[src/rtl/adcf_pkg.sv]
// Summary of operation
// - calibration finish sets calibration-done flag bit 15
// - mode register write clears calibration-done flag
// - aux out-of-range conversion sets bit 13
// - range errors clamp stored result to full scale
// - in-range aux result write clears bit 13
// - primary out-of-range conversion sets bit 12
// - in-range primary result write clears bit 12
// - bit 6 follows accumulator above threshold
// - bit 4 meaningful only with comparator enabled
// - bit 4 tracks result magnitude above level
// - counting mode sets bit 4 at count target
// - enabled gross overrange sets bit 3
// - gross overrange re-evaluated every 125 us
// - bit 3 sticky until disable or gain change
// - aux result write sets aux ready bit 1
// - calibration end sets both ready flags
// - aux ready clears on aux then primary read
// - primary result write sets ready bit 0
// - primary result read clears primary ready
// - no result overwrite while ready, except powerdown
// - mask bits gate lower eight status bits
package adcf_pkg;

    // status word field positions
    localparam int STAT_W          = 16;
    localparam int BIT_CAL_DONE    = 15;
    localparam int BIT_AUX_ERR     = 13;
    localparam int BIT_PRIM_ERR    = 12;
    localparam int BIT_ACC_OVER    = 6;
    localparam int BIT_PRIM_CMP    = 4;
    localparam int BIT_GROSS_OVR   = 3;
    localparam int BIT_AUX_RDY     = 1;
    localparam int BIT_PRIM_RDY    = 0;
    localparam int IRQ_W           = 8;

    // reset value and reserved bits (14, 11..7, 5, 2)
    localparam logic [15:0] STAT_RESET  = 16'h0000;
    localparam logic [15:0] RSVD_MASK   = 16'h4fa4;
    localparam logic [7:0]  MASK_RESET  = 8'h00;

    // converter result format
    localparam int RES_W = 24;
    localparam int ACC_W = 32;
    localparam int CNT_W = 16;

    // gross overrange evaluation period
    localparam int CLK_MHZ        = 100;
    localparam int OVR_PERIOD_US  = 125;
    localparam int OVR_PERIOD_CYC = OVR_PERIOD_US * CLK_MHZ;

endpackage

[src/rtl/adcf_result_store.sv]
`timescale 1ns/1ps
module adcf_result_store
    import adcf_pkg::*;
#(
    parameter int WIDTH = RES_W
) (
    // clock and reset
    input  wire logic             clock_i,
    input  wire logic             rst_n_i,
    // conversion in
    input  wire logic             load_i,
    input  wire logic             over_i,
    input  wire logic             under_i,
    input  wire logic [WIDTH-1:0] raw_i,
    // stored result out
    output logic      [WIDTH-1:0] result_o
);

    logic [WIDTH-1:0] result_q;
    logic [WIDTH-1:0] clamped;
    wire  [WIDTH-1:0] pos_fs = {1'b0, {(WIDTH-1){1'b1}}};
    wire  [WIDTH-1:0] neg_fs = {1'b1, {(WIDTH-1){1'b0}}};

    // underrange has priority in case the converter flags both
    assign clamped = under_i ? neg_fs : (over_i ? pos_fs : raw_i);

    // register only updates when the caller permits the write
    always_ff @(posedge clock_i) begin
        if (!rst_n_i) begin
            result_q <= '0;
        end else if (load_i) begin
            result_q <= clamped;
        end
    end

    assign result_o = result_q;

endmodule

[src/rtl/adcf_status.sv]
`timescale 1ns/1ps
module adcf_status
    import adcf_pkg::*;
#(
    parameter int OVR_CYC = OVR_PERIOD_CYC
) (
    // clock and reset
    input  wire logic             clock_i,
    input  wire logic             rst_n_i,
    // core register access strobes
    input  wire logic             prim_rd_i,
    input  wire logic             aux_rd_i,
    input  wire logic             mode_wr_i,
    input  wire logic             gain_change_i,
    input  wire logic [IRQ_W-1:0] irq_mask_i,
    // configuration levels
    input  wire logic             prim_en_i,
    input  wire logic             aux_en_i,
    input  wire logic             cmp_en_i,
    input  wire logic             cnt_en_i,
    input  wire logic             ovr_det_en_i,
    input  wire logic             core_pwrdn_i,
    input  wire logic [RES_W-1:0] prim_cmp_level_i,
    input  wire logic [CNT_W-1:0] cmp_count_target_i,
    input  wire logic [ACC_W-1:0] accum_threshold_i,
    input  wire logic [ACC_W-1:0] prim_accumulator_i,
    // converter events
    input  wire logic             cal_done_i,
    input  wire logic             prim_valid_i,
    input  wire logic             prim_over_i,
    input  wire logic             prim_under_i,
    input  wire logic [RES_W-1:0] prim_raw_i,
    input  wire logic             aux_valid_i,
    input  wire logic             aux_over_i,
    input  wire logic             aux_under_i,
    input  wire logic [RES_W-1:0] aux_raw_i,
    input  wire logic             gross_over_i,
    // read data and request
    output logic      [STAT_W-1:0] adc_status_word_o,
    output logic      [RES_W-1:0]  prim_result_reg_o,
    output logic      [RES_W-1:0]  aux_result_reg_o,
    output logic      [CNT_W-1:0]  cmp_count_value_o,
    output logic                   adc_irq_o
);

    // flag registers
    logic cal_done_flag_q, cal_done_flag_d;
    logic aux_conv_error_q, aux_conv_error_d;
    logic prim_conv_error_q, prim_conv_error_d;
    logic accum_over_thresh_q;
    logic prim_cmp_flag_q, prim_cmp_flag_d;
    logic gross_overrange_flag_q, gross_overrange_flag_d;
    logic aux_ready_flag_q, aux_ready_flag_d;
    logic prim_ready_flag_q, prim_ready_flag_d;
    logic aux_read_seen_q, aux_read_seen_d;
    logic [CNT_W-1:0] cnt_q, cnt_d;
    logic [$clog2(OVR_CYC)-1:0] tick_cnt_q;
    logic tick;
    logic gov_s1_q, gov_s2_q, gov_s3_q, gov_lvl_q;

    // write permission: a pending result is protected unless the core sleeps
    wire prim_load = prim_valid_i & (~prim_ready_flag_q | core_pwrdn_i);
    wire aux_load  = aux_valid_i & (~aux_ready_flag_q | core_pwrdn_i);
    wire prim_bad  = prim_over_i | prim_under_i;
    wire aux_bad   = aux_over_i | aux_under_i;

    // result holders, each clamping out-of-range conversions
    adcf_result_store #(.WIDTH(RES_W)) u_prim (
        .clock_i  (clock_i),
        .rst_n_i  (rst_n_i),
        .load_i   (prim_load),
        .over_i   (prim_over_i),
        .under_i  (prim_under_i),
        .raw_i    (prim_raw_i),
        .result_o (prim_result_reg_o)
    );
    adcf_result_store #(.WIDTH(RES_W)) u_aux (
        .clock_i  (clock_i),
        .rst_n_i  (rst_n_i),
        .load_i   (aux_load),
        .over_i   (aux_over_i),
        .under_i  (aux_under_i),
        .raw_i    (aux_raw_i),
        .result_o (aux_result_reg_o)
    );

    // calibration-done: set wins over the mode-write clear
    assign cal_done_flag_d = cal_done_i | (cal_done_flag_q & ~mode_wr_i);

    // error flags set on any bad conversion, cleared by an in-range stored write
    assign aux_conv_error_d  = (aux_valid_i & aux_bad) |
                               (aux_conv_error_q & ~(aux_load & ~aux_bad));
    assign prim_conv_error_d = (prim_valid_i & prim_bad) |
                               (prim_conv_error_q & ~(prim_load & ~prim_bad));

    // comparator magnitude; one extra bit so negative full scale does not wrap
    wire [RES_W-1:0] prim_clamped = prim_under_i ? {1'b1, {(RES_W-1){1'b0}}} :
                                    (prim_over_i ? {1'b0, {(RES_W-1){1'b1}}} : prim_raw_i);
    wire [RES_W:0]   prim_mag     = prim_clamped[RES_W-1] ? ({1'b0, ~prim_clamped} + {{RES_W{1'b0}}, 1'b1})
                                                          : {1'b0, prim_clamped};
    wire             prim_above   = prim_mag > {1'b0, prim_cmp_level_i};
    wire             cmp_event    = cmp_en_i & prim_valid_i;
    wire             cnt_hit      = (cnt_q + {{(CNT_W-1){1'b0}}, 1'b1}) >= cmp_count_target_i;

    // qualifying results in a row; a miss restarts the count
    always_comb begin
        cnt_d           = cnt_q;
        prim_cmp_flag_d = prim_cmp_flag_q;
        if (!cmp_en_i) begin
            cnt_d           = '0;
            prim_cmp_flag_d = 1'b0;
        end else if (cmp_event && !cnt_en_i) begin
            cnt_d           = '0;                                         // stale run must not carry into counting
            prim_cmp_flag_d = prim_above;
        end else if (cmp_event && prim_above) begin
            cnt_d           = cnt_hit ? cmp_count_target_i : cnt_q + {{(CNT_W-1){1'b0}}, 1'b1};
            prim_cmp_flag_d = cnt_hit;
        end else if (cmp_event) begin
            cnt_d           = '0;
            prim_cmp_flag_d = 1'b0;
        end
    end

    // evaluation tick for the overrange sampler
    assign tick = (tick_cnt_q == ($clog2(OVR_CYC))'(OVR_CYC - 1));
    always_ff @(posedge clock_i) begin
        if (!rst_n_i) begin
            tick_cnt_q <= '0;
        end else begin
            tick_cnt_q <= tick ? '0 : tick_cnt_q + 1'b1;
        end
    end

    // analogue detector output is asynchronous; take it only when stages agree
    always_ff @(posedge clock_i) begin
        if (!rst_n_i) begin
            gov_s1_q  <= 1'b0;
            gov_s2_q  <= 1'b0;
            gov_s3_q  <= 1'b0;
            gov_lvl_q <= 1'b0;
        end else begin
            gov_s1_q <= gross_over_i;
            gov_s2_q <= gov_s1_q;
            gov_s3_q <= gov_s2_q;
            if (gov_s2_q == gov_s3_q) begin
                gov_lvl_q <= gov_s3_q;
            end
        end
    end

    // sticky overrange; a set on the tick beats a gain-change clear
    assign gross_overrange_flag_d = (tick & ovr_det_en_i & gov_lvl_q) |
                                    (gross_overrange_flag_q & ovr_det_en_i & ~gain_change_i);

    // ready flags; a new result or calibration end wins over the read clear
    assign aux_read_seen_d   = ~prim_rd_i & (aux_rd_i | aux_read_seen_q); // a same-cycle pair is used up
    assign aux_ready_flag_d  = (aux_load & aux_en_i) | cal_done_i |
                               (aux_ready_flag_q & ~(prim_rd_i & (aux_read_seen_q | aux_rd_i)));
    assign prim_ready_flag_d = (prim_load & prim_en_i) | cal_done_i |
                               (prim_ready_flag_q & ~prim_rd_i);

    // status flag registers
    always_ff @(posedge clock_i) begin
        if (!rst_n_i) begin
            cal_done_flag_q        <= STAT_RESET[BIT_CAL_DONE];
            aux_conv_error_q       <= STAT_RESET[BIT_AUX_ERR];
            prim_conv_error_q      <= STAT_RESET[BIT_PRIM_ERR];
            accum_over_thresh_q    <= STAT_RESET[BIT_ACC_OVER];
            prim_cmp_flag_q        <= STAT_RESET[BIT_PRIM_CMP];
            gross_overrange_flag_q <= STAT_RESET[BIT_GROSS_OVR];
            aux_ready_flag_q       <= STAT_RESET[BIT_AUX_RDY];
            prim_ready_flag_q      <= STAT_RESET[BIT_PRIM_RDY];
            aux_read_seen_q        <= 1'b0;
            cnt_q                  <= '0;
        end else begin
            cal_done_flag_q        <= cal_done_flag_d;
            aux_conv_error_q       <= aux_conv_error_d;
            prim_conv_error_q      <= prim_conv_error_d;
            accum_over_thresh_q    <= $signed(prim_accumulator_i) > $signed(accum_threshold_i);
            prim_cmp_flag_q        <= prim_cmp_flag_d;
            gross_overrange_flag_q <= gross_overrange_flag_d;
            aux_ready_flag_q       <= aux_ready_flag_d;
            prim_ready_flag_q      <= prim_ready_flag_d;
            aux_read_seen_q        <= aux_read_seen_d;
            cnt_q                  <= cnt_d;
        end
    end

    // status word assembly; unlisted positions stay zero
    always_comb begin
        adc_status_word_o                = '0;
        adc_status_word_o[BIT_CAL_DONE]  = cal_done_flag_q;
        adc_status_word_o[BIT_AUX_ERR]   = aux_conv_error_q;
        adc_status_word_o[BIT_PRIM_ERR]  = prim_conv_error_q;
        adc_status_word_o[BIT_ACC_OVER]  = accum_over_thresh_q;
        adc_status_word_o[BIT_PRIM_CMP]  = prim_cmp_flag_q;
        adc_status_word_o[BIT_GROSS_OVR] = gross_overrange_flag_q;
        adc_status_word_o[BIT_AUX_RDY]   = aux_ready_flag_q;
        adc_status_word_o[BIT_PRIM_RDY]  = prim_ready_flag_q;
    end

    // request line: reserved positions can never raise it
    assign adc_irq_o = |(adc_status_word_o[IRQ_W-1:0] & irq_mask_i & ~RSVD_MASK[IRQ_W-1:0]);
    assign cmp_count_value_o = cnt_q;

    property p_cal_set;
        @(posedge clock_i) disable iff (!rst_n_i) cal_done_i |=> adc_status_word_o[BIT_CAL_DONE];
    endproperty
    a_cal_set: assert property (p_cal_set) else $error("cal done flag not set");

    property p_cal_clr;
        @(posedge clock_i) disable iff (!rst_n_i)
            (mode_wr_i && !cal_done_i) |=> !adc_status_word_o[BIT_CAL_DONE];
    endproperty
    a_cal_clr: assert property (p_cal_clr) else $error("cal done flag not cleared by mode write");

    property p_aux_err;
        @(posedge clock_i) disable iff (!rst_n_i) (aux_valid_i && aux_bad) |=> adc_status_word_o[BIT_AUX_ERR];
    endproperty
    a_aux_err: assert property (p_aux_err) else $error("aux error flag not set");

    property p_clamp;
        @(posedge clock_i) disable iff (!rst_n_i)
            (prim_load && prim_under_i) |=> prim_result_reg_o == {1'b1, {(RES_W-1){1'b0}}};
    endproperty
    a_clamp: assert property (p_clamp) else $error("underrange result not clamped");

    property p_prim_err_clr;
        @(posedge clock_i) disable iff (!rst_n_i)
            (prim_load && !prim_bad) |=> !adc_status_word_o[BIT_PRIM_ERR];
    endproperty
    a_prim_err_clr: assert property (p_prim_err_clr) else $error("primary error flag not cleared");

    property p_accum;
        @(posedge clock_i) disable iff (!rst_n_i)
            ##1 adc_status_word_o[BIT_ACC_OVER] ==
                ($signed($past(prim_accumulator_i)) > $signed($past(accum_threshold_i)));
    endproperty
    a_accum: assert property (p_accum) else $error("accumulator flag mismatch");

    property p_ovr_sticky;
        @(posedge clock_i) disable iff (!rst_n_i)
            (gross_overrange_flag_q && ovr_det_en_i && !gain_change_i) |=> gross_overrange_flag_q;
    endproperty
    a_ovr_sticky: assert property (p_ovr_sticky) else $error("overrange flag dropped");

    property p_ovr_tick;
        @(posedge clock_i) disable iff (!rst_n_i)
            (!gross_overrange_flag_q && !tick) |=> !gross_overrange_flag_q;
    endproperty
    a_ovr_tick: assert property (p_ovr_tick) else $error("overrange set off tick");

    property p_prim_rd;
        @(posedge clock_i) disable iff (!rst_n_i)
            (prim_rd_i && !prim_load && !cal_done_i) |=> !prim_ready_flag_q;
    endproperty
    a_prim_rd: assert property (p_prim_rd) else $error("primary ready not cleared by read");

    property p_aux_pair;
        @(posedge clock_i) disable iff (!rst_n_i)
            (aux_rd_i && !prim_rd_i) ##1 (prim_rd_i && !aux_load && !cal_done_i) |=> !aux_ready_flag_q;
    endproperty
    a_aux_pair: assert property (p_aux_pair) else $error("aux ready not cleared by read pair");

    property p_no_overwrite;
        @(posedge clock_i) disable iff (!rst_n_i)
            (prim_ready_flag_q && !core_pwrdn_i) |=> $stable(prim_result_reg_o);
    endproperty
    a_no_overwrite: assert property (p_no_overwrite) else $error("pending primary result overwritten");

    property p_rsvd;
        @(posedge clock_i) disable iff (!rst_n_i) (adc_status_word_o & RSVD_MASK) == '0;
    endproperty
    a_rsvd: assert property (p_rsvd) else $error("reserved status bit set");

    property p_aux_err_clr;
        @(posedge clock_i) disable iff (!rst_n_i)
            (aux_load && !aux_bad) |=> !adc_status_word_o[BIT_AUX_ERR];
    endproperty
    a_aux_err_clr: assert property (p_aux_err_clr) else $error("aux error flag not cleared");

    property p_prim_err;
        @(posedge clock_i) disable iff (!rst_n_i)
            (prim_valid_i && prim_bad) |=> adc_status_word_o[BIT_PRIM_ERR];
    endproperty
    a_prim_err: assert property (p_prim_err) else $error("primary error flag not set");

    property p_aux_clamp;
        @(posedge clock_i) disable iff (!rst_n_i)
            (aux_load && aux_under_i) |=> aux_result_reg_o == {1'b1, {(RES_W-1){1'b0}}};
    endproperty
    a_aux_clamp: assert property (p_aux_clamp) else $error("aux underrange result not clamped");

    property p_cmp_off;
        @(posedge clock_i) disable iff (!rst_n_i)
            !cmp_en_i |=> !adc_status_word_o[BIT_PRIM_CMP];
    endproperty
    a_cmp_off: assert property (p_cmp_off) else $error("comparator flag set while disabled");

    property p_cmp_level;
        @(posedge clock_i) disable iff (!rst_n_i)
            (cmp_event && !cnt_en_i && !prim_bad && !prim_raw_i[RES_W-1] && (prim_raw_i > prim_cmp_level_i))
            |=> adc_status_word_o[BIT_PRIM_CMP];
    endproperty
    a_cmp_level: assert property (p_cmp_level) else $error("comparator flag not set above level");

    property p_cmp_count;
        @(posedge clock_i) disable iff (!rst_n_i)
            ($rose(adc_status_word_o[BIT_PRIM_CMP]) && $past(cnt_en_i) && $past(cmp_en_i))
            |-> cmp_count_value_o == $past(cmp_count_target_i);
    endproperty
    a_cmp_count: assert property (p_cmp_count) else $error("comparator flag set before count target");

    property p_ovr_set;
        @(posedge clock_i) disable iff (!rst_n_i)
            (tick && ovr_det_en_i && gov_lvl_q) |=> adc_status_word_o[BIT_GROSS_OVR];
    endproperty
    a_ovr_set: assert property (p_ovr_set) else $error("overrange flag not set on tick");

    property p_ovr_off;
        @(posedge clock_i) disable iff (!rst_n_i)
            !ovr_det_en_i |=> !adc_status_word_o[BIT_GROSS_OVR];
    endproperty
    a_ovr_off: assert property (p_ovr_off) else $error("overrange flag kept while detect disabled");

    property p_aux_rdy;
        @(posedge clock_i) disable iff (!rst_n_i)
            (aux_load && aux_en_i) |=> adc_status_word_o[BIT_AUX_RDY];
    endproperty
    a_aux_rdy: assert property (p_aux_rdy) else $error("aux ready not set by stored result");

    property p_cal_rdy;
        @(posedge clock_i) disable iff (!rst_n_i)
            cal_done_i |=> (adc_status_word_o[BIT_AUX_RDY] && adc_status_word_o[BIT_PRIM_RDY]);
    endproperty
    a_cal_rdy: assert property (p_cal_rdy) else $error("ready flags not set by calibration end");

    property p_prim_rdy;
        @(posedge clock_i) disable iff (!rst_n_i)
            (prim_load && prim_en_i) |=> adc_status_word_o[BIT_PRIM_RDY];
    endproperty
    a_prim_rdy: assert property (p_prim_rdy) else $error("primary ready not set by stored result");

    property p_irq;
        @(posedge clock_i) disable iff (!rst_n_i)
            adc_irq_o == |(adc_status_word_o[IRQ_W-1:0] & irq_mask_i);
    endproperty
    a_irq: assert property (p_irq) else $error("request line disagrees with masked flags");

endmodule

[config.mk]
export PLATFORM = sky130hd
export DESIGN_NAME = adcf_status
export DESIGN_NICKNAME = d
export VERILOG_FILES = /design/src/rtl/adcf_pkg.sv /design/src/rtl/adcf_result_store.sv /design/src/rtl/adcf_status.sv
export SDC_FILE = /design/constraint.sdc
export NUM_CORES = 1
export LEC_CHECK = 0
export BUFFER_PORTS_ARGS = -buffer_cell sky130_fd_sc_hd__buf_2
export CAP_MARGIN = 30
export CORE_MARGIN = 10
export CORE_UTILIZATION = 30
export CTS_CLUSTER_DIAMETER = 100
export DETAILED_ROUTE_END_ITERATION = 6
export PLACE_DENSITY = 0.52
export SETUP_SLACK_MARGIN = 0.1
export SYNTH_ARGS = -nofsm -noshare
export SYNTH_HDL_FRONTEND = slang
export SYNTH_HIERARCHICAL = 1
export SYNTH_SLANG_ARGS = --single-unit
[constraint.sdc]
create_clock -name clock_i -period 5.3 [get_ports clock_i]
set_input_delay 1.06 -clock clock_i [delete_from_list [all_inputs] [get_ports clock_i]]
set_output_delay 1.06 -clock clock_i [all_outputs]
set_load 0.01 [all_outputs]
# ---- Word-level counts from Yosys, hierarchy flattened
# Cells that the tools add are included.
dict set report totals {
  inputBits 180
  output_inout_bits 81
  elab_cells 92
  ff_bits 91
}
dict set report op_classes {
  reduce_logical 9
  bitwise 47
  mux 11
  magnitude_cmp 3
  eq_ne 2
  n_addsub 3
}
# op count
set op_table {}
lappend op_table {{24-bit two-way mux} 4}
lappend op_table {{16-bit two-way mux} 3}
lappend op_table {{32-bit greater-than comparator} 1}
lappend op_table {{24-bit by 1-bit adder with 25-bit output (second input constant)} 1}
lappend op_table {{25-bit by 24-bit greater-than comparator with 1-bit output} 1}
lappend op_table {{25-bit two-way mux} 1}
lappend op_table {{24-bit NOT} 1}
lappend op_table {{1-bit AND} 20}
lappend op_table {{16-bit by 1-bit adder with 16-bit output (second input constant)} 1}
lappend op_table {{16-bit >= comparator} 1}
lappend op_table {{14-bit by 1-bit adder with 14-bit output (second input constant)} 1}
lappend op_table {{14-bit equality test (second input constant)} 1}
lappend op_table {{1-bit OR} 13}
lappend op_table {{1-bit NOT} 12}
lappend op_table {{7-bit AND} 1}
lappend op_table {{5-bit OR reduction} 1}
lappend op_table {{1-bit two-way mux} 3}
lappend op_table {{3-bit nonzero test} 1}
lappend op_table {{3-bit OR reduction} 1}
lappend op_table {{1-bit logical AND} 2}
lappend op_table {{2-bit AND reduction} 1}
lappend op_table {{2-bit nonzero test} 1}
lappend op_table {{2-bit OR reduction} 1}
lappend op_table {{1-bit equality test} 1}
lappend op_table {{1-bit zero test} 1}

# ---- Longest topological paths before layout
# Gate-level depths: netlist of the first run.
dict set report depth {
  word_depth 9
  depth_mapped 17
  ltp_nobuf 15
}

# ---- Cells and area by module
# The synthesis of the first run kept the hierarchy.
# mod seq_area_each_um2 cells_per_inst n_inst area_per_inst_um2
set by_module_without_submodules {}
lappend by_module_without_submodules {adcf_status 860.8 643 1 4807.1}
lappend by_module_without_submodules {adcf_result_store 480.5 131 2 1167.4}

# ---- Worst setup path before layout of the first run
# Ideal clock, no wire load.
dict set report synth_path {
  path_kind {input port to flip-flop}
  from {in prim_over_i}
  to {reg cnt_q[0] (netlist: cmp_count_value_o[0])}
  slack_ns 0.789
  stages 17
  path_buffers 3
  t_arrival_ns 4.442
  setup_ns 0.069
  required_time_ns 5.231
  cell_sequence {clkbuf_1 -> clkbuf_1 -> o21ai_0 -> ha_1 -> o21ai_1 -> a21o_1 -> o311ai_1 -> o21ai_1 -> a221oi_1 -> ha_1 -> nand2_1 -> nor2_1 -> and4_1 -> a311oi_1 -> o2111ai_1 -> clkbuf_1 -> o21ai_1}
}
dict set report synth_between {
  elab_chain_len 8
  word_cells_on_any_way 9
  cone_classes {add/sub: 1; order compare: 1; mux: 4; bitwise: 1; reduce/logical: 2}
}
# element line_no
set synth_lines {}
lappend synth_lines {{from (decl)} adcf_status.sv:30} ;# input wire logic prim_over_i,
lappend synth_lines {{24-bit two-way mux *} adcf_status.sv:98} ;# (prim_over_i ? {1'b0, {(RES_W-1){1'b1}}} : prim_raw_i);
lappend synth_lines {{24-bit two-way mux *} adcf_status.sv:97} ;# wire [RES_W-1:0] prim_clamped = prim_under_i ? {1'b1, {(RES_W-1){1'b0}}} :
lappend synth_lines {{24-bit NOT} adcf_status.sv:99} ;# wire [RES_W:0] prim_mag = prim_clamped[RES_W-1] ? ({1'b0, ~prim_clamped} + {{RES_W{1'b0}}, 1'b1})
lappend synth_lines {{24-bit by 1-bit adder with 25-bit output} adcf_status.sv:99}
lappend synth_lines {{25-bit two-way mux *} adcf_status.sv:99}
lappend synth_lines {{25-bit by 24-bit greater-than comparator with 1-bit output *} adcf_status.sv:101} ;# wire prim_above = prim_mag > {1'b0, prim_cmp_level_i};
lappend synth_lines {{1-bit logical AND *} adcf_status.sv:115} ;# end else if (cmp_event && prim_above) begin
lappend synth_lines {{16-bit two-way mux or 2-bit nonzero test (tied branches)} --}
lappend synth_lines {{to (signal assigned)} adcf_status.sv:185} ;# cnt_q <= cnt_d;
lappend synth_lines {{to (decl)} adcf_status.sv:56} ;# logic [CNT_W-1:0] cnt_q, cnt_d;
# Mark *: on every way between the ends. The rest lies on a longest branch, timed or not.
# A chain may end at the register's enable or synchronous reset.

# ---- Worst setup path after layout of the first run
dict set report layout_path {
  from {in prim_over_i}
  to {reg cnt_q[3] (netlist: cmp_count_value_o[3])}
}
# The elaborated chain is that of the path after synthesis.

==> results.yml, run 1 <==
worst_setup_path:
  critical_path_class: "input port to register"
  critPathRequiredTime_ns: 5.58
  endpoint_kind: "register"
  path_cells: "buf_2 > o21ai_0 > ha_1 > o21ai_1 > a21o_1 > o311ai_1 > o21ai_0 > a22oi_1 > ha_1 > nand4_1 > nor3_1 > o221ai_1 > nand4_1 > o2111ai_1 > buf_4 > o21ai_1"
  crit_path_max_incr_delay_ns: 0.47
  ff2ff_path_depth: 13
  cp-startpoint: "prim_over_i"
  slowest_stage: "nor3_1"
  start_kind: "input port"
  regToRegStartpoint: "cmp_count_value_o[0]"
  crit_path_end: "cmp_count_value_o[3]"
  reg2reg_slack_ns: 1.38
  cp.arrival_ns: 4.72
  critPathMaxFanout: 16
  worstReg2RegEnd: "cmp_count_value_o[8]"
pwr:
  peakVddDrop_v: 0.000123
  power_density_nw_per_um2: 206
  power_frac_seq_pct: 39.6
  leakage_nw: 4.44
  clkPwrFrac_pct: 36.2
  internal-power_mw: 1.28
  power.switching_mw: 0.561
  switching_share_pct: 30.4
  p_comb_share_pct: 24.2
placement:
  dp_cells: 1442
  gp_congestion: 0.843
  port_buffers: 249
  dpl.hpwl_um: 18800
worst_hold_path:
  holdCritPathClass: "register to register"
floorplan:
  row_count: 56
  start_util_pct: 30.4
  ios: 261
  dieHeight_um: 174
  die_x_um: 174
  design.die.area_um2: 30400
  core_region_area_um2: 23500
clock_tree:
  clock_latency_ns: 0.36
  cts_resized: 0
  cts_sinks: 91
  cts_tree: "built"
  cts_buffer_depth: 2
  hold_buffers: 0
  clk_pin_slew_worst_paths_ns: 0.07
  cts_root_buf: "clkbuf_16"
  cts_setup_buffers: 0
  h-tree-depth: 3
  cts_buffers: 9
route:
  drcViolationCount: 0
  dr.pass1.iters: 6
  via_per_inst: 4.70
  first_iter_violations: 378
  wl_um: 23100
  antenna_left: 0
  detail_route.wl_per_cell_um: 15.8
  vias: 6868
synth:
  ys_seq_area_share_pct: 25.5
  yosysUniqueCellTypes: 67
  synth-main-ff-cell: "dfxtp_1"
  ys_warn_count: 6
  synth_cells: 905
  synth_common_cells: "inv_1 (131), nor2_1 (99), dfxtp_1 (91)"
  yosys_register_bits: 91
  yosysMostFrequentCell: "inv_1"
  async_flop_share_pct: 0
  syn_avg_cell_area_um2: 7.89
  yosys.area.top_type: "dfxtp_1"
  syn_area_um2: 7140
  synth_edf_count: 0
  synth_area_leaders: "dfxtp_1 (26%), ha_1 (13%), inv_1 (6.9%)"
  synth_top_area_share_pct: 25.5
global_route:
  antenna_found_initial: 4
  grt_usage_pct: 14.8
  grt_pass1_vias: 6967
  grt_pass1_wl_um: 36800
  gr-total-overflow: 0
  grt_max_degree: 40
flow_run:
  cap_violations: 0
sta:
  tightestPinTransition_ns: 0.925
  rsz0062_at_grt: "false"
  slew_headroom_pct: 38.1
  setup_viol: 0
  setup_tns_ns: 0
  hold_viol_final: 0
  slew_viol_final: 0
  finClkSkew_ns: 0.0109
  max_freq_mhz: 225
  period_share_pct: 83.7
  min_period_ns: 4.44
final_layout:
  nNetsFinal: 1389
  areaGrowthSynthToFinish_pct: 25.1
  finalNonFillerCells: 1461
  drive_gt1_share_pct: 28.7
run_status:
  status: "finished, final reports clean"
[cell families (layout without fill, tap and decap cells)]
family                     after synthesis  count (layout)  synth area share, %
adders and majority gates               75              75                 13.1
DFF                                     91              91                 25.5
other                                    1              11               0.0525
buffers and inverters                  183             410                 11.7
AOI/OAI and AO/OA                      199             199                 21.3
muxes                                   17              17                 2.38
xor gates and xnor gates                36              36                 4.41
and+or+nand+nor                        303             303                 21.5
[layout make-up]
| cell class | count | area (um2) |
|---|---|---|
| Antenna cell | 3 | 7.51 |
| Fill cell | 2538 | 14500 |
| Clock buffer | 10 | 229 |
| Multi-Input combinational cell | 638 | 4540 |
| Sequential cell | 91 | 1820 |
| Timing Repair Buffer | 262 | 1370 |
| Inverter | 132 | 495 |
| Tap cell | 319 | 399 |
| Clock inverter | 6 | 72.6 |
[metal layers]
layer / part of all wire [%] / vias up / track usage (%) / wire, um
li1: - / 3558 / - / -
met1: 44 / 3085 / 17.8 / 10100
met2: 47 / 203 / 24.7 / 10800
met3: 8.4 / 20 / 5.22 / 1930
met4: 1.1 / 2 / 3.78 / 255
met5: 0.056 / - / 0 / 13
[cell usage in the layout, fill, tap and decap left out, types with 16 or more instances in the layout]
master	instances
buf_2	249
inv_1	131
nor2_1	99
dfxtp_1	91
ha_1	75
nand2_1	50
and2_1	50
o22ai_2	38
a21oi_1	37
o21ai_0	28
o21ai_1	22
xor2_1	20
nand3_1	18
mux2i_1	17
nor3_1	16
xnor2_1	16
nand4_1	16
[registers in the layout, indices dropped and copies added (netlist names)]
| name | count |
|---|---|
| prim_conv_error_q | 1 |
| tick_cnt_q | 14 |
| prim_cmp_flag_q | 1 |
| u_aux/result_o | 24 |
| aux_ready_flag_q | 1 |
| cmp_count_value_o | 16 |
| aux_read_seen_q | 1 |
| prim_ready_flag_q | 1 |
| gov_s2_q | 1 |
| aux_conv_error_q | 1 |
| cal_done_flag_q | 1 |
| gov_s1_q | 1 |
| u_prim/result_o | 24 |
| accum_over_thresh_q | 1 |
| gross_overrange_flag_q | 1 |
| gov_lvl_q | 1 |
| gov_s3_q | 1 |
[per-stage QoR]
step	total power [mW]	hold WS, ns	cell area [um2]	setup slack (ns)	utilization (%)
floorplan	1.02	0.412	7170	0.789	-
global route	1.96	0.455	8930	0.628	38.0
global placement	1.19	0.417	8600	0.565	36.6
CTS	1.87	0.443	8920	0.896	38.0
detailed placement	1.19	0.423	8620	0.516	36.7
finish	1.84	0.440	8930	0.865	38.0
[how the worst min path moves through the flow]
stage / from / end / slack [ns] / cells past startpoint
after CTS: gov_s1_q / gov_s2_q / 0.44 / 1
after detailed placement: gov_s1_q / gov_s2_q / 0.42 / 1
after global routing: gov_s1_q / gov_s2_q / 0.46 / 1
final: gov_s1_q / gov_s2_q / 0.44 / 1
after global placement: gov_s1_q / gov_s2_q / 0.42 / 1
after floorplan: gov_s1_q / gov_s2_q / 0.41 / 1
[worst max-delay path, delay by kind of cell]
family | cells | cell delay, ns
compound gates | 9 | 1.95
simple gates | 3 | 0.77
fa+ha+maj | 2 | 0.46
buf+inv | 2 | 0.44
[power by group through the flow]
| stage | Combinational (mW) | Sequential (mW) | Clock (mW) |
|---|---|---|---|
| 2_1_floorplan | 0.274 | 0.750 | 0 |
| 3_3_place_gp | 0.444 | 0.744 | 0 |
| 3_5_place_dp | 0.449 | 0.745 | 0 |
| 4_1_cts | 0.452 | 0.729 | 0.693 |
| 5_1_grt | 0.506 | 0.732 | 0.723 |
| 6_report | 0.446 | 0.729 | 0.667 |
No activity file was read; power rests on OpenSTA's default activity.
==> run 2: changes to the inputs <==
Settings changed: PLACE_DENSITY 0.52 to 0.54.
Clock period 5.3 ns to 4 ns, I/O delays scaled along.
==> run 2 against run 1 <==
  * Setup slack worse by 0.57 ns
  * Flip-flop and latch count stayed put
  * Critical endpoint unchanged
  * Clock skew is 0.0036 ns higher
  * Routed wire length is 4.2% higher
  * Total power rose by 35%
==> results.yml, run 2 (synthesis gave the netlist of run 1 again) <==
run_status:
  status: "finished, final reports clean"
pwr:
  p_comb_share_pct: 25.3
  internal-power_mw: 1.72
  leakage_nw: 4.65
  power.switching_mw: 0.773
  power_density_nw_per_um2: 268
  peakVddDrop_v: 0.000245
  power_frac_seq_pct: 38.7
  clkPwrFrac_pct: 36.0
  switching_share_pct: 31.0
route:
  via_per_inst: 4.75
  wl_um: 24000
  first_iter_violations: 313
  drcViolationCount: 0
  dr.pass1.iters: 6
  detail_route.wl_per_cell_um: 16.0
  antenna_left: 0
  vias: 7117
global_route:
  gr-total-overflow: 0
  grt_pass1_vias: 7303
  grt_usage_pct: 15.4
  gr-max-usage-layer: "met2"
  antenna_found_initial: 6
  grt_max_degree: 63
  globalRouteMet2Util_pct: 25.6
  grt.met1_usage_pct: 18.4
  grt_pass1_wl_um: 38200
  met3_usage_pct: 4.62
clock_tree:
  cts_tree: "built"
  h-tree-depth: 3
  hold_buffers: 0
  cts_buffer_depth: 2
  cts_root_buf: "clkbuf_16"
  clk_pin_slew_worst_paths_ns: 0.07
  clock_latency_ns: 0.36
  cts_buffers: 9
  cts_sinks: 91
sta:
  timing.hold.ws_ns: 0.436
  max_freq_mhz: 270
  rsz0062_at_grt: "false"
  setup_tns_ns: 0
  fin_ws_ns: 0.295
  period_share_pct: 92.6
  tightestPinTransition_ns: 0.583
  slew_viol_final: 0
  setup_viol: 0
  finClkSkew_ns: 0.0145
  slew_headroom_pct: 61.0
  hold_viol_final: 0
  min_period_ns: 3.71
worst_setup_path:
  endpoint_kind: "register"
  reg2reg_slack_ns: 0.61
  regToRegStartpoint: "cmp_count_value_o[1]"
  slowest_stage: "or4_4"
  path_cells: "buf_2 > or4_4 > nor2_1 > nor2_1 > a2111oi_4 > o21ai_1 > a221oi_1 > ha_1 > nand2_1 > nor2_1 > and4_1 > a311oi_4 > o2111ai_2 > buf_12 > o21ai_1"
  start_kind: "input port"
  critical_path_class: "input port to register"
  critPathRequiredTime_ns: 4.28
  ff2ff_path_depth: 13
  worstReg2RegEnd: "prim_cmp_flag_q"
  cp.arrival_ns: 3.99
  crit_path_max_incr_delay_ns: 0.55
  critPathTopFamily: "compound AO/OA/AOI/OAI gates"
  critPathMaxFanout: 16
  crit_buf_inv: 2
  path_common_cell: "nor2_1"
worst_hold_path:
  holdPathStages: 1
  hold_start: "gov_s1_q"
  holdCritPathClass: "register to register"
  hold_path_end: "gov_s2_q"
final_layout:
  areaGrowthSynthToFinish_pct: 30.2
  nNetsFinal: 1429
  fin_area_um2: 9300
  mostFrequentLayoutCell: "buf_2"
  layout_common_cells: "buf_2 (249), inv_1 (131), nor2_1 (99)"
  drive_gt1_share_pct: 32.1
  finalNonFillerCells: 1499
placement:
  place_ws_ns: -0.109
  dp_cells: 1482
  port_buffers: 249
  gp_congestion: 0.907
  dpl.hpwl_um: 19500
  placedInstanceArea_um2: 8930
floorplan:
  row_count: 56
  design.die.area_um2: 30400
  start_util_pct: 30.4
  dieHeight_um: 174
  core_region_area_um2: 23500
  die_x_um: 174
  ios: 261
flow_run:
  cap_violations: 0
[run 2: metal layers]
metal	up-vias	share of wire, %
li1	3640	-
met1	3212	44
met2	225	46
met3	32	7.3
met4	8	1.9
met5	-	0.22
[run 2: repair_timing]
| action | in CTS | in global routing |
|---|---|---|
| buffers inserted | 0 | 0 |
| resized for setup | 0 | 9 |
| endpoints found under the setup margin | 0 | 17 |
[run 2: worst register-to-register path: cells and delay by family (launching register included)]
kind / cells / cell delay (ns)
fa+ha+maj: 2 / 0.62
simple gates: 3 / 0.72
buf+inv: 2 / 0.35
xor+xnor: 1 / 0.22
compound gates: 5 / 0.94
flops: 1 / 0.45
[run 2: area by class of cell]
type | instances | area, um2
diodes | 2 | 5.00
clock buffers | 9 | 225
clock inverters | 6 | 78.8
fillers | 2483 | 14200
inverters | 132 | 495
multi-input cells | 638 | 4610
flip-flops and latches | 91 | 1820
well taps | 319 | 399
repair buffers | 302 | 1660
[run 2: worst max path at each step]
stage / startpoint / end / slack (ns) / depth (start not counted)
2_1_floorplan: prim_over_i / cmp_count_value_o[10] / 0.10 / 17
3_3_place_gp: prim_over_i / cmp_count_value_o[14] / -0.08 / 15
3_5_place_dp: prim_over_i / cmp_count_value_o[8] / -0.11 / 16
4_1_cts: prim_over_i / cmp_count_value_o[3] / 0.26 / 16
5_1_grt: prim_over_i / cmp_count_value_o[2] / 0.10 / 15
6_report: prim_over_i / cmp_count_value_o[3] / 0.29 / 15
[run 2: power groups by stage]
stage          Combinational, mW  Clock, mW  Sequential, mW
2_1_floorplan              0.367          0           0.994
3_3_place_gp               0.619          0           0.985
3_5_place_dp               0.625          0           0.986
4_1_cts                    0.629      0.941           0.965
5_1_grt                    0.709      0.967           0.969
6_report                   0.630      0.895           0.964
[run 2: per-stage QoR]
stage | utilization (%) | power, mW
detailed placement | 38.1 | 1.61
CTS | 39.3 | 2.53
floorplan | - | 1.36
global route | 39.6 | 2.65
global placement | 38.1 | 1.60
finish | 39.6 | 2.49
==> run 3: changes to the inputs <==
Settings changed: ABC_AREA set to 1, CORE_ASPECT_RATIO set to 1.4.
==> run 3 against run 2 <==
  * Utilization down 1.4 points
  * Clock-buffer cell count increased by 2
  * Synthesized cell count rose by 23%
  * Largest cell class unchanged
  * Clock power shrank 5.3%
==> results.yml, run 3 <==
run_status:
  status: "finished, final reports clean"
route:
  via_per_inst: 4.52
  first_iter_violations: 250
  drcViolationCount: 0
  detail_route.wl_per_cell_um: 14.7
  antenna_left: 0
  wl_um: 24500
  dr.pass1.iters: 4
  vias: 7524
pwr:
  leakage_nw: 4.87
  power_density_nw_per_um2: 268
  power_mw: 2.39
  peakVddDrop_v: 0.000194
floorplan:
  die_x_um: 150
  core_region_area_um2: 23300
  ios: 261
  start_util_pct: 30.6
  dieHeight_um: 202
  design.die.area_um2: 30400
  row_count: 66
sta:
  slew_viol_final: 0
  hold_viol_final: 0
  rsz0062_at_grt: "false"
  setup_tns_ns: 0
  tightestPinTransition_ns: 0.781
  period_share_pct: 87.2
  slew_headroom_pct: 47.9
  setup_viol: 0
  min_period_ns: 3.49
  finClkSkew_ns: 0.00775
  max_freq_mhz: 287
worst_setup_path:
  reg2reg_slack_ns: 0.81
  ff2ff_path_depth: 16
  crit_path_max_incr_delay_ns: 0.41
  start_kind: "input port"
  critPathMaxFanout: 17
  slowest_stage: "nor4_1"
  critPathRequiredTime_ns: 4.23
  endpoint_kind: "register"
  worstReg2RegEnd: "cmp_count_value_o[7]"
  cp.arrival_ns: 3.72
  path_cells: "buf_2 > buf_12 > o21ai_0 > nand2_1 > nor3_1 > inv_1 > o21ai_0 > nand2_1 > xor2_1 > ha_1 > nand2_1 > nor4_1 > a21oi_1 > and2_2 > nand2_1 > a21oi_1"
  regToRegStartpoint: "cmp_count_value_o[1]"
  path_common_cell: "nand2_1"
  critical_path_class: "input port to register"
final_layout:
  areaGrowthSynthToFinish_pct: 25.0
  layout_common_cells: "nand2_1 (357), buf_2 (249), inv_1 (183)"
  diodes: 0
  mostFrequentLayoutCell: "nand2_1"
  drive_gt1_share_pct: 22.4
  nNetsFinal: 1610
global_route:
  grt_pass1_vias: 7547
  grt_max_degree: 25
  grt_pass1_wl_um: 38400
  gr-total-overflow: 0
  grt_usage_pct: 15.7
  antenna_found_initial: 1
clock_tree:
  hold_buffers: 0
  cts_sinks: 91
  cts_tree: "built"
  clk_pin_slew_worst_paths_ns: 0.07
  cts_root_buf: "clkbuf_16"
  h-tree-depth: 3
  clock_latency_ns: 0.35
  cts_setup_buffers: 0
  cts_buffers: 9
  cts_buffer_depth: 2
  cts_resized: 0
synth:
  synth-main-ff-cell: "dfxtp_1"
  syn_avg_cell_area_um2: 6.38
  yosysUniqueCellTypes: 39
  synth_top_area_share_pct: 25.6
  synth_edf_count: 0
  async_flop_share_pct: 0
  syn_area_um2: 7120
  ys_seq_area_share_pct: 25.6
  yosys.area.top_type: "dfxtp_1"
  ys_warn_count: 6
  yosysMostFrequentCell: "nand2_1"
  synth_common_cells: "nand2_1 (357), inv_1 (183), a21oi_1 (107)"
  synth_area_leaders: "dfxtp_1 (26%), nand2_1 (19%), ha_1 (13%)"
  yosys_register_bits: 91
  synth_cells: 1116
placement:
  gp_congestion: 0.855
  port_buffers: 249
  dpl.hpwl_um: 20700
flow_run:
  cap_violations: 0
worst_hold_path:
  holdCritPathClass: "register to register"
  hold_path_end: "gov_s2_q"
  hold_start: "gov_s1_q"
  holdPathStages: 2
## run 3: final cells by class
class                      count  area [um2]
fill                        2616       14400
inverter                     189         712
timing repair buffer         267        1390
clock buffer                  11         233
multi-input combinational    797        4300
clock inverter                 4        52.6
tap                          306         383
sequential                    91        1820
## run 3: worst max path at each step
stage | start | to | depth (start not counted)
2_1_floorplan | prim_over_i | cmp_count_value_o[0] | 23
3_5_place_dp | prim_over_i | cmp_count_value_o[12] | 20
5_1_grt | prim_over_i | cmp_count_value_o[7] | 21
4_1_cts | prim_over_i | cmp_count_value_o[7] | 20
6_report | prim_over_i | cmp_count_value_o[7] | 16
3_3_place_gp | prim_over_i | cmp_count_value_o[15] | 19
## run 3: kinds of logic after synthesis
| family | synth area share, % |
|---|---|
| and+or+nand+nor | 30.2 |
| adders and majority gates | 13.2 |
| other | 0.0527 |
| xor gates and xnor gates | 4.06 |
| DFF | 25.6 |
| AOI/OAI and AO/OA | 12.6 |
| buffers and inverters | 14.4 |
## run 3: critical path, delay by kind of cell
family          cells  cell delay [ns]
simple gates        7             1.38
compound gates      4             0.63
buf+inv             3             0.44
fa+ha+maj           1             0.30
xor+xnor            1             0.14
## run 3: stage by stage
stage	setup slack, ns	hold WS [ns]	instance area (um2)	std cells	utilization (%)
final	0.513	0.414	8900	1665	38.2
after global routing	0.171	0.455	8900	1665	38.2
after CTS	0.301	0.416	8900	1665	38.2
after detailed placement	-0.0554	0.400	8610	1650	37.0
after global placement	-0.000886	0.404	8610	1650	37.0
after floorplan	0.513	0.390	7150	1123	-
## run 3: layer usage
metal / part of all wire (%) / wire, um / vias to the layer above / track usage [%]
li1: - / - / 3966 / -
met1: 39 / 9670 / 3361 / 16.7
met2: 53 / 12900 / 180 / 29.5
met3: 6.7 / 1640 / 15 / 4.29
met4: 1.2 / 306 / 2 / 3.93
met5: 0.049 / 12 / - / 0
## run 3: power breakdown
part / switching [mW] / leakage, nW / internal, mW
registers: 0.0194 / 0.743 / 0.942
clock network: 0.366 / 0.140 / 0.483
logic: 0.341 / 3.99 / 0.235
